===== config.mk =====
export PLATFORM = sky130hd
export DESIGN_NAME = bcg_ctrl
export DESIGN_NICKNAME = d
export VERILOG_FILES = /design/src/core/bcg_pkg.sv /design/src/core/bcg_ctrl.sv /design/src/core/bcg_grant_timer.sv /design/src/core/bcg_sync.sv
export SDC_FILE = /design/constraint.sdc
export NUM_CORES = 1
export LEC_CHECK = 0
export BUFFER_PORTS_ARGS = -buffer_cell sky130_fd_sc_hd__buf_2
export CAP_MARGIN = 20
export CORE_MARGIN = 10
export CORE_UTILIZATION = 50
export DETAILED_ROUTE_END_ITERATION = 8
export GPL_TIMING_DRIVEN = 0
export PLACE_DENSITY = 0.75
export SLEW_MARGIN = 20
export SYNTH_ARGS = -nofsm -noshare
export SYNTH_HDL_FRONTEND = slang
export SYNTH_HIERARCHICAL = 1
export SYNTH_SLANG_ARGS = --single-unit

===== constraint.sdc =====
create_clock -name mclk_i -period 0.9 [get_ports mclk_i]
set_input_delay 0.045 -clock mclk_i [delete_from_list [all_inputs] [get_ports mclk_i]]
set_output_delay 0.045 -clock mclk_i [all_outputs]
set_load 0.01 [all_outputs]

===== src/core/bcg_pkg.sv =====
// constants, types and decode helpers shared by the bus command gating design
package bcg_pkg;

  // ----------------------------------------------------------------
  // bus states and status decode
  // ----------------------------------------------------------------
  typedef enum logic [1:0] {
    BCG_IDLE,
    BCG_STATUS,
    BCG_CMD,
    BCG_HALT
  } bcg_state_e;

  localparam logic [1:0] BCG_STATUS_IDLE = 2'h3;
  localparam int unsigned BCG_CODE_W = 3;

  // cycle codes as {mem_io, status1_n, status0_n}
  localparam logic [2:0] BCG_CYC_IRQ_ACK = 3'h0;
  localparam logic [2:0] BCG_CYC_IO_READ = 3'h1;
  localparam logic [2:0] BCG_CYC_IO_WRITE = 3'h2;
  localparam logic [2:0] BCG_CYC_HALT = 3'h4;
  localparam logic [2:0] BCG_CYC_MEM_READ = 3'h5;
  localparam logic [2:0] BCG_CYC_MEM_WRITE = 3'h6;

  // ----------------------------------------------------------------
  // command vector layout (active low outputs)
  // ----------------------------------------------------------------
  localparam int unsigned BCG_CMD_W = 5;
  localparam int unsigned BCG_CMD_MEM_READ = 0;
  localparam int unsigned BCG_CMD_MEM_WRITE = 1;
  localparam int unsigned BCG_CMD_IO_READ = 2;
  localparam int unsigned BCG_CMD_IO_WRITE = 3;
  localparam int unsigned BCG_CMD_IRQ_ACK = 4;
  localparam logic [4:0] BCG_CMD_NONE = 5'h1F;

  // ----------------------------------------------------------------
  // timing counts in clock edges
  // ----------------------------------------------------------------
  localparam int unsigned BCG_AGE_W = 2;
  localparam logic [1:0] BCG_AGE_MAX = 2'h3;
  localparam logic [1:0] BCG_GRANT_EDGES = 2'h3;
  localparam logic [1:0] BCG_READ_SHARED_DELAY = 2'h1;
  localparam logic [1:0] BCG_WRITE_SHARED_DELAY = 2'h2;
  localparam logic [1:0] BCG_DEN_WRITE_SHARED_DELAY = 2'h1;
  localparam int unsigned BCG_SYNC_STAGES = 2;

  // ----------------------------------------------------------------
  // decode helpers
  // ----------------------------------------------------------------
  function automatic logic is_read(input logic [2:0] code);
    is_read = (code == BCG_CYC_IRQ_ACK) || (code == BCG_CYC_IO_READ) ||
              (code == BCG_CYC_MEM_READ);
  endfunction

  function automatic logic is_write(input logic [2:0] code);
    is_write = (code == BCG_CYC_IO_WRITE) || (code == BCG_CYC_MEM_WRITE);
  endfunction

  function automatic logic [1:0] cmd_delay(input logic [2:0] code, input logic shared);
    if (!shared) begin
      cmd_delay = 2'h0;
    end else if (is_write(code)) begin
      cmd_delay = BCG_WRITE_SHARED_DELAY;
    end else begin
      cmd_delay = BCG_READ_SHARED_DELAY;
    end
  endfunction

  function automatic logic [4:0] cmd_vector(input logic [2:0] code);
    logic [4:0] v;
    v = BCG_CMD_NONE;
    unique case (code)
      BCG_CYC_MEM_READ: v[BCG_CMD_MEM_READ] = 1'b0;
      BCG_CYC_MEM_WRITE: v[BCG_CMD_MEM_WRITE] = 1'b0;
      BCG_CYC_IO_READ: v[BCG_CMD_IO_READ] = 1'b0;
      BCG_CYC_IO_WRITE: v[BCG_CMD_IO_WRITE] = 1'b0;
      BCG_CYC_IRQ_ACK: v[BCG_CMD_IRQ_ACK] = 1'b0;
      default: v = BCG_CMD_NONE;
    endcase
    cmd_vector = v;
  endfunction

endpackage


===== src/core/bcg_ctrl.sv =====
// bus command gating controller: cycle sequencing and command/data-enable gating
//
// Behaviour
// [RULE1] strap high: shared pin is arbitration grant; strap low: command enable
// [RULE2] grant withdrawn: float commands and drop data enable at once
// [RULE3] arbiter withdraws grant only in idle or status state
// [RULE4] arbiter grants the shared bus to one controller at a time
// [RULE5] grant arriving: data enable follows now, commands three edges later
// [RULE6] grant accepted in any state, synchronised as an asynchronous input
// [RULE7] system uses inactive data enable to switch off transceivers
// [RULE8] non-shared: enable falling forces commands and data enable inactive
// [RULE9] non-shared: enable rising restores outputs the cycle calls for
// [RULE10] selected cycle with enable low still needs ready to end
// [RULE11] commands wait for command delay low; control outputs ignore it
// [RULE12] command delay sampled at end of status, then every following edge
// [RULE13] non-shared: command goes active as soon as delay samples low
// [RULE14] shared: command no earlier than the normal shared-bus delay
// [RULE15] ready before command: no command, data enable and direction end normally
// [RULE16] cycle select latched at end of status; low keeps everything inactive
// [RULE17] shared mode delays read and acknowledge commands by one clock
// [RULE18] shared mode delays write commands by two clocks
// [RULE19] halt cycle: no outputs, inputs ignored until next cycle starts
// [RULE20] reset: idle state, commands and data enable off, direction high
`timescale 1ns/1ns
module bcg_ctrl (
  input wire logic mclk_i,
  input wire logic resetn_i,
  input wire logic shared_bus_mode_strap_i,
  input wire logic shared_enable_pin_i,
  input wire logic [1:0] status_n_i,
  input wire logic mem_io_i,
  input wire logic cycle_select_i,
  input wire logic command_delay_i,
  input wire logic ready_n_i,
  output logic mem_read_cmd_n_o,
  output logic mem_write_cmd_n_o,
  output logic io_read_cmd_n_o,
  output logic io_write_cmd_n_o,
  output logic irq_ack_cmd_n_o,
  output logic cmd_oe_n_o,
  output logic data_enable_o,
  output logic transfer_direction_o,
  output logic addr_latch_o,
  output logic cascade_enable_o
);

  // ----------------------------------------------------------------
  // reset release and strap capture
  // ----------------------------------------------------------------
  logic rst_meta_q;
  logic rst_n;
  logic strap_q;
  logic strap_d;
  logic strap_done_q;
  logic strap_done_d;

  always_ff @(posedge mclk_i or negedge resetn_i) begin
    if (!resetn_i) begin
      rst_meta_q <= 1'b0;
      rst_n <= 1'b0;
    end else begin
      rst_meta_q <= 1'b1;
      rst_n <= rst_meta_q;
    end
  end

  // strap is caught once after release; changing it later has no effect
  always_comb begin
    strap_d = strap_done_q ? strap_q : shared_bus_mode_strap_i;
    strap_done_d = 1'b1;
  end

  always_ff @(posedge mclk_i or negedge rst_n) begin
    if (!rst_n) begin
      strap_q <= 1'b0;
      strap_done_q <= 1'b0;
    end else begin
      strap_q <= strap_d;
      strap_done_q <= strap_done_d;
    end
  end

  // ----------------------------------------------------------------
  // shared enable pin: grant or command enable
  // ----------------------------------------------------------------
  logic pin_s;
  logic arbitration_grant_n;
  logic command_enable_async;
  logic grant_done;
  logic cmd_gate;
  logic den_gate;

  bcg_sync u_pin_sync (
    .mclk_i (mclk_i),
    .rst_n_i (rst_n),
    .async_i (shared_enable_pin_i),
    .sync_o (pin_s)
  ); // [RULE6]

  assign arbitration_grant_n = strap_q ? pin_s : 1'b1; // [RULE1]
  assign command_enable_async = strap_q ? 1'b1 : pin_s; // [RULE1]

  bcg_grant_timer u_grant_timer (
    .mclk_i (mclk_i),
    .rst_n_i (rst_n),
    .grant_low_i (!arbitration_grant_n),
    .done_o (grant_done)
  ); // [RULE5]

  // level gating, so a change acts on the very next output edge
  assign cmd_gate = strap_q ? grant_done : command_enable_async; // [RULE5] [RULE8] [RULE9]
  assign den_gate = strap_q ? !arbitration_grant_n : command_enable_async; // [RULE2] [RULE8]

  // ----------------------------------------------------------------
  // bus cycle sequencer
  // ----------------------------------------------------------------
  bcg_pkg::bcg_state_e state_q;
  bcg_pkg::bcg_state_e state_d;
  logic [2:0] code_q;
  logic [2:0] code_d;
  logic cycle_select_latched_q;
  logic cycle_select_latched_d;
  logic [1:0] age_q;
  logic [1:0] age_d;
  logic delay_ok_q;
  logic delay_ok_d;
  logic status_active;
  logic [2:0] status_code;

  assign status_active = (status_n_i != bcg_pkg::BCG_STATUS_IDLE);
  assign status_code = {mem_io_i, status_n_i};

  always_comb begin
    state_d = state_q;
    code_d = code_q;
    cycle_select_latched_d = cycle_select_latched_q;
    age_d = age_q;
    delay_ok_d = delay_ok_q;
    unique case (state_q)
      bcg_pkg::BCG_IDLE: begin
        if (status_active) begin
          code_d = status_code;
          state_d = (status_code == bcg_pkg::BCG_CYC_HALT) ? bcg_pkg::BCG_HALT
                                                           : bcg_pkg::BCG_STATUS;
        end
      end
      bcg_pkg::BCG_STATUS: begin
        cycle_select_latched_d = cycle_select_i; // [RULE16]
        delay_ok_d = !command_delay_i; // [RULE12]
        age_d = 2'h0;
        // deselected cycles drop to idle and ignore delay, enable and ready
        state_d = cycle_select_i ? bcg_pkg::BCG_CMD : bcg_pkg::BCG_IDLE; // [RULE16]
      end
      bcg_pkg::BCG_CMD: begin
        age_d = (age_q == bcg_pkg::BCG_AGE_MAX) ? age_q : 2'(age_q + 2'h1);
        if (!command_delay_i) begin
          delay_ok_d = 1'b1; // [RULE12]
        end
        // only ready ends a selected cycle, whatever the enable does
        if (!ready_n_i) begin // [RULE10] [RULE15]
          delay_ok_d = 1'b0;
          if (status_active) begin
            code_d = status_code;
            state_d = (status_code == bcg_pkg::BCG_CYC_HALT) ? bcg_pkg::BCG_HALT
                                                             : bcg_pkg::BCG_STATUS;
          end else begin
            state_d = bcg_pkg::BCG_IDLE;
          end
        end
      end
      bcg_pkg::BCG_HALT: begin
        // every input is ignored until a non-halt status arrives
        if (status_active && (status_code != bcg_pkg::BCG_CYC_HALT)) begin // [RULE19]
          code_d = status_code;
          state_d = bcg_pkg::BCG_STATUS;
        end
      end
    endcase
  end

  always_ff @(posedge mclk_i or negedge rst_n) begin
    if (!rst_n) begin
      state_q <= bcg_pkg::BCG_IDLE; // [RULE20]
      code_q <= bcg_pkg::BCG_CYC_HALT;
      cycle_select_latched_q <= 1'b0;
      age_q <= 2'h0;
      delay_ok_q <= 1'b0;
    end else begin
      state_q <= state_d;
      code_q <= code_d;
      cycle_select_latched_q <= cycle_select_latched_d;
      age_q <= age_d;
      delay_ok_q <= delay_ok_d;
    end
  end

  // ----------------------------------------------------------------
  // outputs, computed from next state so they line up with it
  // ----------------------------------------------------------------
  logic [4:0] cmd_n_q;
  logic [4:0] cmd_n_d;
  logic cmd_oe_n_q;
  logic cmd_oe_n_d;
  logic den_q;
  logic den_d;
  logic dir_q;
  logic dir_d;
  logic ale_q;
  logic ale_d;
  logic mce_q;
  logic mce_d;
  logic in_cmd_d;

  always_comb begin
    in_cmd_d = (state_d == bcg_pkg::BCG_CMD);
    cmd_n_d = bcg_pkg::BCG_CMD_NONE;
    if (in_cmd_d && delay_ok_d && cmd_gate &&
        (age_d >= bcg_pkg::cmd_delay(code_d, strap_q))) begin // [RULE11] [RULE13] [RULE14] [RULE17] [RULE18]
      cmd_n_d = bcg_pkg::cmd_vector(code_d);
    end
    cmd_oe_n_d = strap_q && pin_s; // [RULE2] [RULE5]
    den_d = 1'b0;
    if (in_cmd_d && den_gate) begin
      if (bcg_pkg::is_read(code_d)) begin
        den_d = 1'b1;
      end else if (bcg_pkg::is_write(code_d)) begin
        den_d = !strap_q || (age_d >= bcg_pkg::BCG_DEN_WRITE_SHARED_DELAY);
      end
    end else if ((state_d == bcg_pkg::BCG_STATUS) && !strap_q && den_gate &&
                 bcg_pkg::is_write(code_d)) begin
      // write data enable leads the select sample; a deselect drops it
      den_d = 1'b1;
    end
    dir_d = !(in_cmd_d && bcg_pkg::is_read(code_d)); // [RULE15] [RULE16]
    ale_d = (state_d == bcg_pkg::BCG_STATUS);
    mce_d = (code_d == bcg_pkg::BCG_CYC_IRQ_ACK) &&
            ((state_d == bcg_pkg::BCG_STATUS) || (in_cmd_d && (age_d == 2'h0)));
  end

  always_ff @(posedge mclk_i or negedge rst_n) begin
    if (!rst_n) begin
      cmd_n_q <= bcg_pkg::BCG_CMD_NONE; // [RULE20]
      cmd_oe_n_q <= 1'b0;
      den_q <= 1'b0;
      dir_q <= 1'b1;
      ale_q <= 1'b0;
      mce_q <= 1'b0;
    end else begin
      cmd_n_q <= cmd_n_d;
      cmd_oe_n_q <= cmd_oe_n_d;
      den_q <= den_d;
      dir_q <= dir_d;
      ale_q <= ale_d;
      mce_q <= mce_d;
    end
  end

  assign mem_read_cmd_n_o = cmd_n_q[bcg_pkg::BCG_CMD_MEM_READ];
  assign mem_write_cmd_n_o = cmd_n_q[bcg_pkg::BCG_CMD_MEM_WRITE];
  assign io_read_cmd_n_o = cmd_n_q[bcg_pkg::BCG_CMD_IO_READ];
  assign io_write_cmd_n_o = cmd_n_q[bcg_pkg::BCG_CMD_IO_WRITE];
  assign irq_ack_cmd_n_o = cmd_n_q[bcg_pkg::BCG_CMD_IRQ_ACK];
  assign cmd_oe_n_o = cmd_oe_n_q;
  assign data_enable_o = den_q;
  assign transfer_direction_o = dir_q;
  assign addr_latch_o = ale_q;
  assign cascade_enable_o = mce_q;

  // ----------------------------------------------------------------
  // assertions and covers
  // ----------------------------------------------------------------
  logic cmd_idle;
  assign cmd_idle = (cmd_n_q == bcg_pkg::BCG_CMD_NONE);
endmodule


===== src/core/bcg_grant_timer.sv =====
// counts clock edges since the arbitration grant went active
`timescale 1ns/1ns
module bcg_grant_timer (
  input wire logic mclk_i,
  input wire logic rst_n_i,
  input wire logic grant_low_i,
  output logic done_o
);

  // ----------------------------------------------------------------
  // saturating edge counter
  // ----------------------------------------------------------------
  logic [1:0] count_q;
  logic [1:0] count_d;
  logic done_q;
  logic done_d;

  always_comb begin
    count_d = 2'h0;
    if (grant_low_i) begin
      count_d = (count_q == bcg_pkg::BCG_AGE_MAX) ? count_q : 2'(count_q + 2'h1);
    end
    // registered done plus registered command output make up the last edge
    done_d = grant_low_i && (count_d >= 2'(bcg_pkg::BCG_GRANT_EDGES - 2'h1));
  end

  always_ff @(posedge mclk_i or negedge rst_n_i) begin
    if (!rst_n_i) begin
      count_q <= 2'h0;
      done_q <= 1'b0;
    end else begin
      count_q <= count_d;
      done_q <= done_d;
    end
  end

  assign done_o = done_q;

endmodule


===== src/core/bcg_sync.sv =====
// two flip-flop synchroniser for the shared enable pin
`timescale 1ns/1ns
module bcg_sync (
  input wire logic mclk_i,
  input wire logic rst_n_i,
  input wire logic async_i,
  output logic sync_o
);

  // ----------------------------------------------------------------
  // stages: the first stage feeds only the second
  // ----------------------------------------------------------------
  logic meta_q;
  logic meta_d;
  logic sync_q;
  logic sync_d;

  always_comb begin
    meta_d = async_i;
    sync_d = meta_q;
  end

  // resets high: command enable active and grant withdrawn
  always_ff @(posedge mclk_i or negedge rst_n_i) begin
    if (!rst_n_i) begin
      meta_q <= 1'b1;
      sync_q <= 1'b1;
    end else begin
      meta_q <= meta_d;
      sync_q <= sync_d;
    end
  end

  assign sync_o = sync_q;

endmodule


Word level (Yosys, flattened, before mapping)
Cells that the tools add are included.
{"block": "word_totals", "in_bits": 10, "out_inout_bits": 10, "register_bits": 27, "elab_cells": 95}
{"block": "op_classes", "addsub": 2, "n_reduce_logical": 25, "n_mux": 33, "order_cmp": 3, "n_eq_ne": 14}
{"cell": "2-bit 2-to-1 mux", "count": 11}
{"cell": "1-bit 2-to-1 mux", "count": 14}
{"cell": "1-bit logical AND", "count": 13}
{"cell": "2-bit == test, second input constant", "count": 5}
{"cell": "3-bit == test, second input constant", "count": 3}
{"cell": "3-bit 2-to-1 mux", "count": 3}
{"cell": "3-bit one-hot mux with 3 select lines", "count": 1}
{"cell": "2-bit one-hot mux with 4 select lines", "count": 1}
{"cell": "1-bit logical OR", "count": 5}
{"cell": "5-bit 2-to-1 mux", "count": 1}
{"cell": "2-bit by 1-bit adder with 2-bit output, second input constant", "count": 2}
{"cell": "2-bit by 1-bit == test with 1-bit output, second input constant", "count": 2}
{"cell": "1-bit logical NOT", "count": 4}
{"cell": "2-bit logical NOT", "count": 2}
{"cell": "2-bit one-hot mux with 2 select lines", "count": 1}
{"cell": "3-bit by 1-bit == test with 1-bit output, second input constant", "count": 1}
{"cell": "3-bit by 2-bit == test with 1-bit output, second input constant", "count": 1}
{"cell": "3-bit logical NOT", "count": 1}
{"cell": "3-bit != test, second input constant", "count": 1}
{"cell": "2-bit by 1-bit greater-or-equal comparator with 1-bit output, second input constant", "count": 1}
{"cell": "2-bit greater-or-equal comparator", "count": 1}
{"cell": "2-bit greater-or-equal comparator, second input constant", "count": 1}
{"cell": "2-bit != test, second input constant", "count": 1}
{"cell": "1-bit one-hot mux with 2 select lines", "count": 1}

Logic depth before layout (Yosys ltp)
Gate-level depths: netlist of the first run.
{"block": "depth", "depth_word": 11, "ltp_mapped": 16, "mapped_depth_nobuf": 15}

By module
The synthesis of the first run kept the hierarchy.
{"mod": "bcg_ctrl", "area_per_inst_um2": 1317.5, "n_inst": 1, "cells_per_inst": 130, "seq_area_each_um2": 559.3}
{"mod": "bcg_grant_timer", "area_per_inst_um2": 68.8, "n_inst": 1, "cells_per_inst": 5, "seq_area_each_um2": 50.0}
{"mod": "bcg_sync", "area_per_inst_um2": 52.6, "n_inst": 1, "cells_per_inst": 2, "seq_area_each_um2": 52.6}

Worst setup path before layout of the first run
OpenSTA, ideal clock, no wires.
{"block": "synth_timing", "kind": "flip-flop to flip-flop", "startpoint": "register state_q[0]", "endpoint": "register cmd_n_q[2]", "path_stages_with_launch": 16, "path_buffers": 1, "required_ps": 806, "slack_ps": -2040, "arrival_ps": 2846, "period_less_slack_ps": 2940, "setup_time_ps": 94, "cell_sequence": "dfrtp_1 -> inv_1 -> ha_1 -> buf_4 -> nor2b_1 -> nor2_1 -> o31ai_1 -> a21oi_1 -> and2_1 -> nor2b_1 -> ha_1 -> nand2b_1 -> a21oi_1 -> nor2_1 -> nor4b_4 -> or4b_1"}
{"block": "synth_between", "elab_chain_len": 9, "word_cells_on_any_way": 24, "cone_classes": "order compare: 1; eq/ne: 7; mux: 11; reduce/logical: 5"}
{"item": "from (decl)", "line_no": "bcg_ctrl.sv:117", "source": "bcg_pkg::bcg_state_e state_q;"}
{"item": "from (signal assigned)", "line_no": "bcg_ctrl.sv:183", "source": "state_q <= bcg_pkg::BCG_IDLE;"}
{"item": "from (signal assigned)", "line_no": "bcg_ctrl.sv:189", "source": "state_q <= state_d;"}
{"item": "2-bit == test or 2-bit logical NOT (tied branches)", "line_no": "bcg_ctrl.sv:139", "source": "unique case (state_q)"}
{"item": "3-bit one-hot mux with 3 select lines", "line_no": "bcg_ctrl.sv:139"}
{"item": "3-bit by 2-bit == test with 1-bit output or 3-bit == test (tied branches)", "line_no": "bcg_pkg.sv:56", "source": "is_write = (code == BCG_CYC_IO_WRITE) || (code == BCG_CYC_MEM_WRITE);"}
{"item": "1-bit logical OR", "line_no": "bcg_pkg.sv:56"}
{"item": "2-bit 2-to-1 mux", "line_no": "bcg_pkg.sv:62", "source": "end else if (is_write(code)) begin"}
{"item": "2-bit 2-to-1 mux", "line_no": "bcg_pkg.sv:60", "source": "if (!shared) begin"}
{"item": "2-bit greater-or-equal comparator", "line_no": "bcg_ctrl.sv:218", "source": "(age_d >= bcg_pkg::cmd_delay(code_d, strap_q))) begin"}
{"item": "1-bit logical AND", "line_no": "bcg_ctrl.sv:217", "source": "if (in_cmd_d && delay_ok_d && cmd_gate &&"}
{"item": "5-bit 2-to-1 mux *", "line_no": "bcg_ctrl.sv:217"}
{"item": "net cmd_n_d[2]", "line_no": "bcg_ctrl.sv:201", "source": "logic [4:0] cmd_n_d;"}
{"item": "to (signal assigned)", "line_no": "bcg_ctrl.sv:242", "source": "cmd_n_q <= bcg_pkg::BCG_CMD_NONE;"}
{"item": "to (signal assigned)", "line_no": "bcg_ctrl.sv:249", "source": "cmd_n_q <= cmd_n_d;"}
{"item": "to (decl)", "line_no": "bcg_ctrl.sv:200", "source": "logic [4:0] cmd_n_q;"}
Mark *: on every way through the listed nets, which the timed path passes. The rest lies on a longest branch.
A chain may end at the register's enable or synchronous reset.

Final worst setup path of the first run
Same ends and word-level chain as after synthesis.

==> results of run 1 <==
==> flip-flops by register name, summed over array words and instances (netlist names) <==
register               flops
transfer_direction_o       1
strap_done_q               1
state_q                    2
addr_latch_o               1
rst_meta_q                 1
u_pin_sync/sync_o          1
cmd_n_q                    5
age_q                      2
u_grant_timer/count_q      2
cascade_enable_o           1
strap_q                    1
rst_n                      1
delay_ok_q                 1
u_pin_sync/meta_q          1
code_q                     3
data_enable_o              1
cmd_oe_n_o                 1
==> worst register-to-register path, delay by kind of cell, from the launching register on <==
| family | cells | cell delay, ns |
|---|---|---|
| DFF | 1 | 0.48 |
| and+or+nand+nor | 7 | 1.35 |
| AOI/OAI and AO/OA | 3 | 0.32 |
| buffers and inverters | 3 | 0.32 |
| adders and majority gates | 2 | 0.42 |
==> path summary, 6_finish.rpt <==
check	to	slack, ns	from
max	cmd_n_q[2]$_DFF_PN1_	-2.03	state_q[0]$_DFF_PN0_
min	rst_n$_DFF_PN0_	0.008	resetn_i
max reg2reg	cmd_n_q[2]$_DFF_PN1_	-2.03	state_q[0]$_DFF_PN0_
min reg2reg	strap_q$_DFFE_PN0N_	0.25	rst_n$_DFF_PN0_
max in group asynchronous	state_q[0]$_DFF_PN0_	0.27	rst_n$_DFF_PN0_
min in group mclk_i	delay_ok_q$_DFF_PN0_	0.11	command_delay_i
==> placed cells by master, fill, tap and decap left out, drive strengths merged, types with 2 or more instances in the layout <==
master / n
o21ai: 9
nor2b: 4
inv: 12
dfstp: 9
nand2b: 7
nor3: 2
and3: 2
dlygate4sd3: 3
o311ai: 2
nor2: 5
ha: 9
a21boi: 2
buf: 47
nand3: 2
conb: 2
and2: 2
nand2: 11
a21oi: 10
dfrtp: 17
clkbuf: 3
o21a: 3
==> metrics by stage <==
stage	power (W)	instances	instance area, sq um	hold slack [ns]
global route	0.00851	215	2190	0.00258
finish	0.00810	215	2190	0.00829
detailed placement	0.00461	185	1660	-0.169
global placement	0.00444	185	1660	-0.171
floorplan	0.00399	138	1540	-0.251
CTS	0.00693	210	2030	0.00579
==> power breakdown <==
group,leakage (nW),internal (W),switching [W]
clock,0.0279,0.000450,0.000347
combinational,0.605,0.00285,0.00269
sequential,0.308,0.00148,0.000289
==> logic make-up (layout without fill, tap and decap cells) <==
logic type | Yosys count | after routing
adder cells (fa/ha/maj) | 9 | 9
buffers and inverters | 20 | 66
AND/OR/NAND/NOR | 41 | 41
AO/OA/AOI/OAI | 38 | 38
other | 1 | 2
flip-flops | 26 | 26
multiplexers | 2 | 2
==> synth_stat cells, drive strengths merged (2+ instances only) <==
cell / count
a21boi: 2
a21oi: 10
and2: 2
and3: 2
buf: 6
clkbuf: 2
dfrtp: 17
dfstp: 9
ha: 9
inv: 12
nand2: 11
nand2b: 7
nand3: 2
nor2: 5
nor2b: 4
nor3: 2
o21a: 3
o21ai: 9
o311ai: 2
==> final cells by class <==
class	instances	share of cell area [%]
Multi-Input combinational cell	92	42.5
Sequential cell	26	30.5
Timing Repair Buffer	45	18.1
Inverter	12	2.40
Buffer	5	2.23
Tap cell	31	1.77
Clock inverter	1	1.37
Clock buffer	3	1.03
==> per-layer routing <==
layer	wire [um]	vias to the layer above	global-route usage (%)
met5	0	-	0
met4	115	0	6.21
met3	226	15	2.96
met2	2400	46	25.1
met1	1790	643	17.1
li1	-	566	-
==> repair_timing <==
item | 4_1_cts | 5_1_grt
pin swaps | 17 | 10
endpoints found under the hold margin | 4 | 0
setup endpoints to repair | 41 | 30
hold buffers | 3 | 0
buffers inserted | 21 | 7
resized for setup | 36 | 27
==> flow_summary_export.csv, run 1 <==
group,metric,value,unit
grt,grt_usage,14.6,%
drt,drt_iter0_markers,123,
clock_network,clockBufferDepth,2,
clock_network,clkTransAtPathRegs,0.14,ns
drt,via_count,1270,
setup_path,crit_slowest_cell,"or4b_4",
yosys,synth_compound_area_share,20.0,%
floorplanning,start_util,52.2,%
drt,viasPerCell,5.91,
finish,syn_to_final_growth,51.9,%
run_status,status,"finished with violations",
setup_path,path_buf_inv,3,
finish,n_fill_cell,151,
yosys,synth.distinct_cells,49,
finish,multiInputGateArea,930,sq um
yosys,synth_fa_ha_area_share,7.83,%
sta,slew_headroom,65.3,%
sta,setup_violations,25,
floorplanning,fp.dieH,73.6,um
setup_path,cpPeakStageDelay,0.49,ns
clock_network,cts-root-buf,"clkbuf_4",
pwr,p_leak,0.941,nW
yosys,synth_seq_cells,26,
clock_network,cts_max_level,1,
worst_hold_path,hold_class,"input pin to async pin",
placement,place.gp.congestion,0.787,
setup_path,path_cells,"inv_4 -> ha_4 -> buf_6 -> buf_12 -> nor2_4 -> o31ai_4 -> a21oi_2 -> and2_4 -> nor2b_4 -> ha_4 -> nand2b_4 -> a21oi_2 -> nor2_1 -> nor4b_4 -> or4b_4",
yosys,netlist_instances,137,
setup_path,worstPathRequired,1.15,ns
setup_path,cp.depth,15,
drt,wl_per_cell,21.1,um
pwr,pwr_density_cell,3710,mW/mm^2
sta,fin_ws,-2.03,ns
sta,min_period,2.93,ns
setup_path,r2r_cells,15,
drt,postRouteAntennaNets,0,
floorplanning,rows,19,
grt,grt_max_degree,25,
sta,rsz0062_at_grt,"true",
sta,fmax,341,MHz
finish,fin_util,79.3,%
setup_path,worstPathArrival,3.19,ns
yosys,async_reset_ff_share,100,%
yosys,ys_top_cells_by_area,"dfrtp_1 30%, dfstp_2 16%, ha_1 7.8%",
run_status,failed_checks,"setup timing",
finish,regArea,667,sq um
setup_path,start_kind,"flip-flop",
sta,fin_crit_sh,326,%
floorplanning,ios,20,
grt,grt_pass1_vias,1329,
floorplanning,die_x,73.6,um
placement,io_buffers,16,
drt,drc,0,
yosys,synth_top_area_share,29.6,%
yosys,synth-simple-area-share,17.2,%
sta,fin_skew,0.00294,ns
grt,antenna_found_initial,0,
run,max-cap-violations,0,
floorplanning,coreArea,0.00276,sq mm
setup_path,critPathKind,"flip-flop to flip-flop",
grt,overflow,0,
yosys,synth_top_area_cell,"dfrtp_1",
yosys,synth_top_family_by_area,"compound AO/OA/AOI/OAI gates",
clock_network,cts_buffers,3,
clock_network,insertion_delay,0.32,ns
sta,finalHoldViolCount,0,
clock_network,cts_tree,"done",
placement,post-place-ws,-2.22,ns
yosys,ys_seq_area_share,46.0,%
yosys,ys_warn_count,6,
sta,fin_setup_tns,-21.32,ns
finish,diodes,0,
drt,drtPass1Iterations,4,
yosys,synth_area_per_cell,10.5,sq um
clock_network,cts_sinks,26,
floorplanning,die_area,0.00542,sq mm
yosys,muxShareOfSynthArea,1.48,%
yosys,synth_xor_area_share,0,%
setup_path,cp_top_family,"simple AND/OR/NAND/NOR gates",
sta,tightest_slew,0.521,ns
finish,drive_gt1_share,62.5,%
yosys,synth_edf_count,0,
pwr,ir_drop,2800,uV
finish,nets,204,
sta,maxSlewViolCount,0,
drt,wl,4.54,mm
setup_path,crit_fanout,4,
grt,grt_pass1_wl,6.27,mm
yosys,synthesis.area,0.00144,sq mm
yosys,synth_flop_cell,"dfrtp_1",
placement,dp_hpwl,2.33,mm
setup_path,crit_path_end_kind,"flip-flop",
Power figures use the tool's default switching activity.
==> run 2: changes to the inputs <==
- MAX_ROUTING_LAYER: default -> met4
- PLACE_DENSITY: 0.75 -> 0.73
==> run 2 against run 1 <==
Sequential cell count did not move; clock power rose by 2%; core utilization rose by 3.2 points; register-to-register slack improved by 0.07 ns; global-route usage rose by 0.46 points; cell count rose by 2.3%; die area did not move; first-iteration DRC count fell by 15%; sequential share of layout area fell by 1.2 points; routed wire length fell by 2.5%; via count rose by 3.1%; total power rose by 3.6%; the flow still finishes with violations (setup timing).
==> flow_summary_export.csv, run 2 (same netlist as run 1, synthesis figures left out) <==
group,metric,value,unit
run_status,status,"finished with violations",
run_status,failed_checks,"setup timing",
finish,multiInputGateArea,961,sq um
setup_path,critPathKind,"flip-flop to flip-flop",
finish,diodes,0,
grt,antenna_found_initial,0,
placement,place.gp.congestion,0.864,
grt,use_met1,16.7,%
setup_path,crit_path_end_kind,"flip-flop",
floorplanning,coreArea,0.00276,sq mm
finish,drive_gt1_share,66.7,%
sta,tightest_slew,0.525,ns
grt,grtUsageMet3,3.10,%
sta,fin_setup_tns,-20.15,ns
floorplanning,start_util,52.2,%
setup_path,cp_top_family,"simple AND/OR/NAND/NOR gates",
pwr,pwr_density_cell,3690,mW/mm^2
clock_network,cts_sinks,26,
setup_path,path_cells,"buf_12 -> ha_4 -> nand2b_4 -> o21ai_2 -> a221oi_2 -> a21oi_2 -> and2_4 -> nor2b_1 -> ha_1 -> nand2b_4 -> a21oi_2 -> nor2_1 -> nor4b_4 -> or4b_4",
clock_network,clkTransAtPathRegs,0.15,ns
setup_path,worstPathArrival,3.12,ns
sta,fmax,350,MHz
sta,fin_hold_ws,0.00271,ns
drt,wl_per_cell,20.1,um
grt,grt_use_met2,24.7,%
setup_path,start_kind,"flip-flop",
sta,finalHoldViolCount,0,
worst_hold_path,hold_class,"input pin to async pin",
finish,regArea,667,sq um
setup_path,worstPathRequired,1.16,ns
placement,dp_hpwl,2.22,mm
clock_network,cts_tree,"done",
clock_network,cts-root-buf,"clkbuf_4",
finish,nets,209,
sta,setup_violations,25,
grt,grt_pass1_wl,6.27,mm
grt,busiest_layer,"met2",
setup_path,timing.rr.start,"state_q[0]$_DFF_PN0_",
sta,fin_skew,0.00148,ns
drt,postRouteAntennaNets,0,
sta,slew_headroom,65.0,%
sta,fin_ws,-1.96,ns
drt,viasPerCell,5.95,
placement,io_buffers,16,
clock_network,insertion_delay,0.32,ns
sta,fin_crit_sh,318,%
drt,wl,4.42,mm
grt,overflow,0,
finish,layout_commonest_cell,"buf_6",
clock_network,cts_buffers,3,
grt,grt_max_degree,25,
drt,drt_iter0_markers,104,
grt,grt_pass1_vias,1331,
drt,via_count,1310,
clock_network,cts_max_level,1,
setup_path,r2r_slack,-1.96,ns
setup_path,setup.worst_path.start,"state_q[0]$_DFF_PN0_",
drt,drc,0,
pwr,ir_drop,3250,uV
floorplanning,ios,20,
floorplanning,die_x,73.6,um
sta,maxSlewViolCount,0,
setup_path,path_buf_inv,1,
drt,drtPass1Iterations,4,
finish,reg_top3,"cmd_n_q (5), code_q (3)",
clock_network,clockBufferDepth,2,
finish,largest_register_ffs,5,
finish,top_register,"cmd_n_q",
placement,placed_cells,185,
finish,layout_common_cells,"21 x buf_6, 19 x buf_4, 13 x dfrtp_1",
floorplanning,die_area,0.00542,sq mm
floorplanning,fp.dieH,73.6,um
sta,min_period,2.86,ns
floorplanning,rows,19,
finish,instances_no_fill,220,
finish,n_fill_cell,129,
setup_path,crit_slowest_cell,"or4b_4",
grt,grt_usage,15.1,%
pwr,p_leak,0.986,nW
setup_path,cpPeakStageDelay,0.50,ns
sta,rsz0062_at_grt,"true",
run,max-cap-violations,0,
finish,fin_util,82.4,%
setup_path,crit_fanout,6,
finish,syn_to_final_growth,58.0,%
run 2: layout make-up:
type | instances | share of cell area [%]
well taps | 31 | 1.71
clock inverters | 1 | 1.32
flip-flops and latches | 26 | 29.3
plain buffers | 4 | 1.65
repair buffers | 51 | 20.3
clock buffers | 3 | 0.991
multi-input cells | 92 | 42.3
inverters | 12 | 2.42
run 2: metrics by stage:
stage          setup slack, ns  total power [W]  cell area [sq um]
4_1_cts                  -1.87          0.00687               2060
2_1_floorplan            -1.84          0.00399               1540
3_5_place_dp             -2.15          0.00458               1660
6_report                 -1.96          0.00840               2270
5_1_grt                  -2.03          0.00877               2270
3_3_place_gp             -2.10          0.00445               1660
run 2: final timing paths:
path                                         to  depth (start not counted)
max                        cmd_n_q[2]$_DFF_PN1_                         14
min                             rst_n$_DFF_PN0_                          2
max reg2reg                cmd_n_q[2]$_DFF_PN1_                         14
min reg2reg                 code_q[0]$_DFF_PN0_                          0
max in group asynchronous  state_q[1]$_DFF_PN0_                          0
min in group mclk_i        delay_ok_q$_DFF_PN0_                          4
run 2: routing by layer:
metal  part of all wire [%]  vias to the layer above
met3                    5.8                       26
met1                     38                      638
met4                    4.1                        0
li1                       -                      578
met5                      0                        -
met2                     52                       68
run 2: report_power, final:
group	leakage [nW]	total (W)	internal [W]	switching [W]
clock	0.0279	0.000814	0.000450	0.000364
combinational	0.650	0.00585	0.00303	0.00283
sequential	0.308	0.00173	0.00148	0.000254
total	0.986	0.00840	0.00495	0.00345
run 2: repair_timing:
item | in CTS | in global routing
hold buffers | 3 | 0
buffers inserted | 22 | 11
endpoints found under the setup margin | 49 | 30
gates cloned | 1 | 0
hold endpoints to repair | 4 | 0
pin swaps | 17 | 6
resized for setup | 43 | 35
==> run 3: changes to the inputs <==
- ABC_AREA: default -> 1
==> run 3 against run 2 <==
The flow still finishes with violations (setup timing); sequential share of layout area grew 3.1 points; register-to-register slack gained 0.58 ns; synthesized cell count grew 14%; clock power shrank 39%; critical path type unchanged.
==> flow_summary_export.csv, run 3 <==
group,metric,value,unit
finish,drive_gt1_share,54.1,%
run_status,failed_checks,"setup timing",
grt,use_met1,12.1,%
floorplanning,die_x,72.8,um
setup_path,crit_fanout,5,
setup_path,setup.worst_path.start,"state_q[1]$_DFF_PN0_",
finish,reg_top3,"cmd_n_q (5), code_q (3)",
floorplanning,rows,19,
yosys,synth_edf_count,0,
setup_path,crit_path_end_kind,"flip-flop",
floorplanning,ios,20,
drt,drtPass1Iterations,4,
finish,largest_register_ffs,5,
setup_path,worstPathRequired,1.16,ns
grt,grt_pass1_wl,5.13,mm
finish,syn_to_final_growth,46.8,%
yosys,synth_flop_cell,"dfrtp_1",
grt,grtUsageMet3,1.77,%
drt,viasPerCell,5.10,
placement,place.gp.congestion,0.897,
finish,layout_common_cells,"23 x nand2_1, 19 x buf_4, 17 x inv_1",
finish,n_fill_cell,179,
grt,grt_max_degree,25,
clock_network,cts_tree,"done",
yosys,ys_top_cells_by_area,"dfrtp_1 30%, dfstp_2 17%, ha_1 8.1%",
clock_network,cts_buffers,3,
finish,diodes,0,
setup_path,cpPeakStageDelay,0.46,ns
pwr,p_leak,0.980,nW
drt,drc,0,
clock_network,clockBufferDepth,2,
drt,drt_iter0_markers,68,
sta,min_period,2.28,ns
sta,rsz0062_at_grt,"true",
setup_path,worstPathArrival,2.54,ns
finish,nets,229,
yosys,synthesis.area,0.00140,sq mm
yosys,ys_warn_count,6,
finish,instances_no_fill,240,
drt,postRouteAntennaNets,0,
grt,overflow,0,
run,max-cap-violations,0,
clock_network,cts_sinks,26,
yosys,synth_seq_cells,26,
grt,grt_pass1_vias,1222,
clock_network,cts-root-buf,"clkbuf_4",
sta,finalHoldViolCount,0,
clock_network,cts_max_level,1,
placement,io_buffers,19,
yosys,ys_seq_area_share,47.4,%
drt,via_count,1224,
placement,dp_hpwl,2.26,mm
setup_path,timing.rr.start,"state_q[1]$_DFF_PN0_",
sta,fmax,438,MHz
grt,busiest_layer,"met2",
worst_hold_path,hold_class,"input pin to async pin",
sta,fin_ws,-1.38,ns
floorplanning,start_util,51.5,%
yosys,synth.distinct_cells,24,
yosys,synth_top_area_cell,"dfrtp_1",
clock_network,insertion_delay,0.31,ns
pwr,ir_drop,2580,uV
yosys,synth_top_area_share,30.5,%
sta,fin_skew,0.00442,ns
setup_path,crit_slowest_cell,"dfrtp_1",
finish,top_register,"cmd_n_q",
setup_path,critPathKind,"flip-flop to flip-flop",
grt,grt_usage,12.2,%
sta,tightest_slew,0.501,ns
finish,final_cell_area,0.00205,sq mm
placement,placed_cell_area,0.00160,sq mm
clock_network,clkTransAtPathRegs,0.13,ns
placement,placed_cells,207,
sta,setup_violations,25,
drt,wl,3.30,mm
pwr,pwr_density_cell,3450,mW/mm^2
yosys,netlist_instances,156,
floorplanning,coreArea,0.00271,sq mm
grt,antenna_found_initial,0,
run_status,status,"finished with violations",
drt,wl_per_cell,13.7,um
floorplanning,fp.dieH,72.8,um
sta,fin_hold_ws,0.0148,ns
setup_path,start_kind,"flip-flop",
sta,fin_setup_tns,-14.66,ns
grt,grt_use_met2,22.8,%
sta,fin_crit_sh,254,%
sta,slew_headroom,66.6,%
yosys,yosysMostFrequentCell,"nand2_1",
sta,maxSlewViolCount,0,
yosys,async_reset_ff_share,100,%
yosys,synthTopCellsByCount,"26 x nand2_1, 22 x inv_1, 17 x dfrtp_1",
floorplanning,die_area,0.00530,sq mm
setup_path,path_cells,"ha_2 -> inv_1 -> a21oi_1 -> nand2_1 -> a21oi_4 -> nor2_4 -> nor2_1 -> ha_1 -> o21a_1 -> o211ai_1 -> nor2_2 -> nand3_1",
yosys,synth_area_per_cell,8.94,sq um
finish,layout_commonest_cell,"nand2_1",
[run 3: timing repair]
item / CTS / global route
pin swaps: 11 / 14
resized for setup: 16 / 29
setup endpoints to repair: 40 / 29
hold buffers: 3 / 0
endpoints found under the hold margin: 4 / 0
buffers inserted: 12 / 14
[run 3: final cells by class]
class                           instances  area [sq um]  share of cell area [%]
Clock buffer                            4          26.3                    1.28
Inverter                               27           124                    6.05
Multi-Input combinational cell        104           798                    39.0
Sequential cell                        26           664                    32.4
Tap cell                               31          38.8                    1.89
Timing Repair Buffer                   48           397                    19.4
[run 3: power by group]
part	switching (W)	leakage (nW)	internal, W
clock network	0.000322	0.0150	0.000173
registers	0.000220	0.307	0.00146
logic	0.00262	0.658	0.00227
total	0.00316	0.980	0.00390
[run 3: stage by stage]
stage	utilization (%)	power (W)	setup slack [ns]
final	75.6	0.00706	-1.38
after global routing	75.6	0.00760	-1.54
after CTS	67.7	0.00587	-1.35
after detailed placement	58.9	0.00463	-1.43
after global placement	58.9	0.00447	-1.36
after floorplan	-	0.00401	-1.17
[run 3: cell families after synthesis]
family,after synthesis,synth area share [%]
and+or+nand+nor,67,25.6
AOI/OAI and AO/OA,26,11.4
DFF,26,47.4
other,1,0.269
buffers and inverters,27,7.26
adders and majority gates,9,8.07
[run 3: critical path: cells and delay by family (launching register included)]
family,cells,cell delay (ns)
compound gates,4,0.72
fa+ha+maj,2,0.46
buf+inv,1,0.09
flops,1,0.46
simple gates,5,0.49
[run 3: layer usage]
layer	part of all wire (%)	wire length [um]	vias to the layer above
met3	2.6	87	6
met2	55	1810	25
li1	-	-	597
met5	0	0	-
met1	41	1350	596
met4	1.6	52	0
[run 3: worst paths after layout]
path                       cells after the start  slack, ns                      to
min                                            2       0.01         rst_n$_DFF_PN0_
max reg2reg                                   12      -1.38    cmd_n_q[4]$_DFF_PN1_
max                                           12      -1.38    cmd_n_q[4]$_DFF_PN1_
max in group asynchronous                      0       0.29    cmd_n_q[1]$_DFF_PN1_
min in group mclk_i                            4       0.08    delay_ok_q$_DFF_PN0_
min reg2reg                                    0       0.24  strap_done_q$_DFF_PN0_
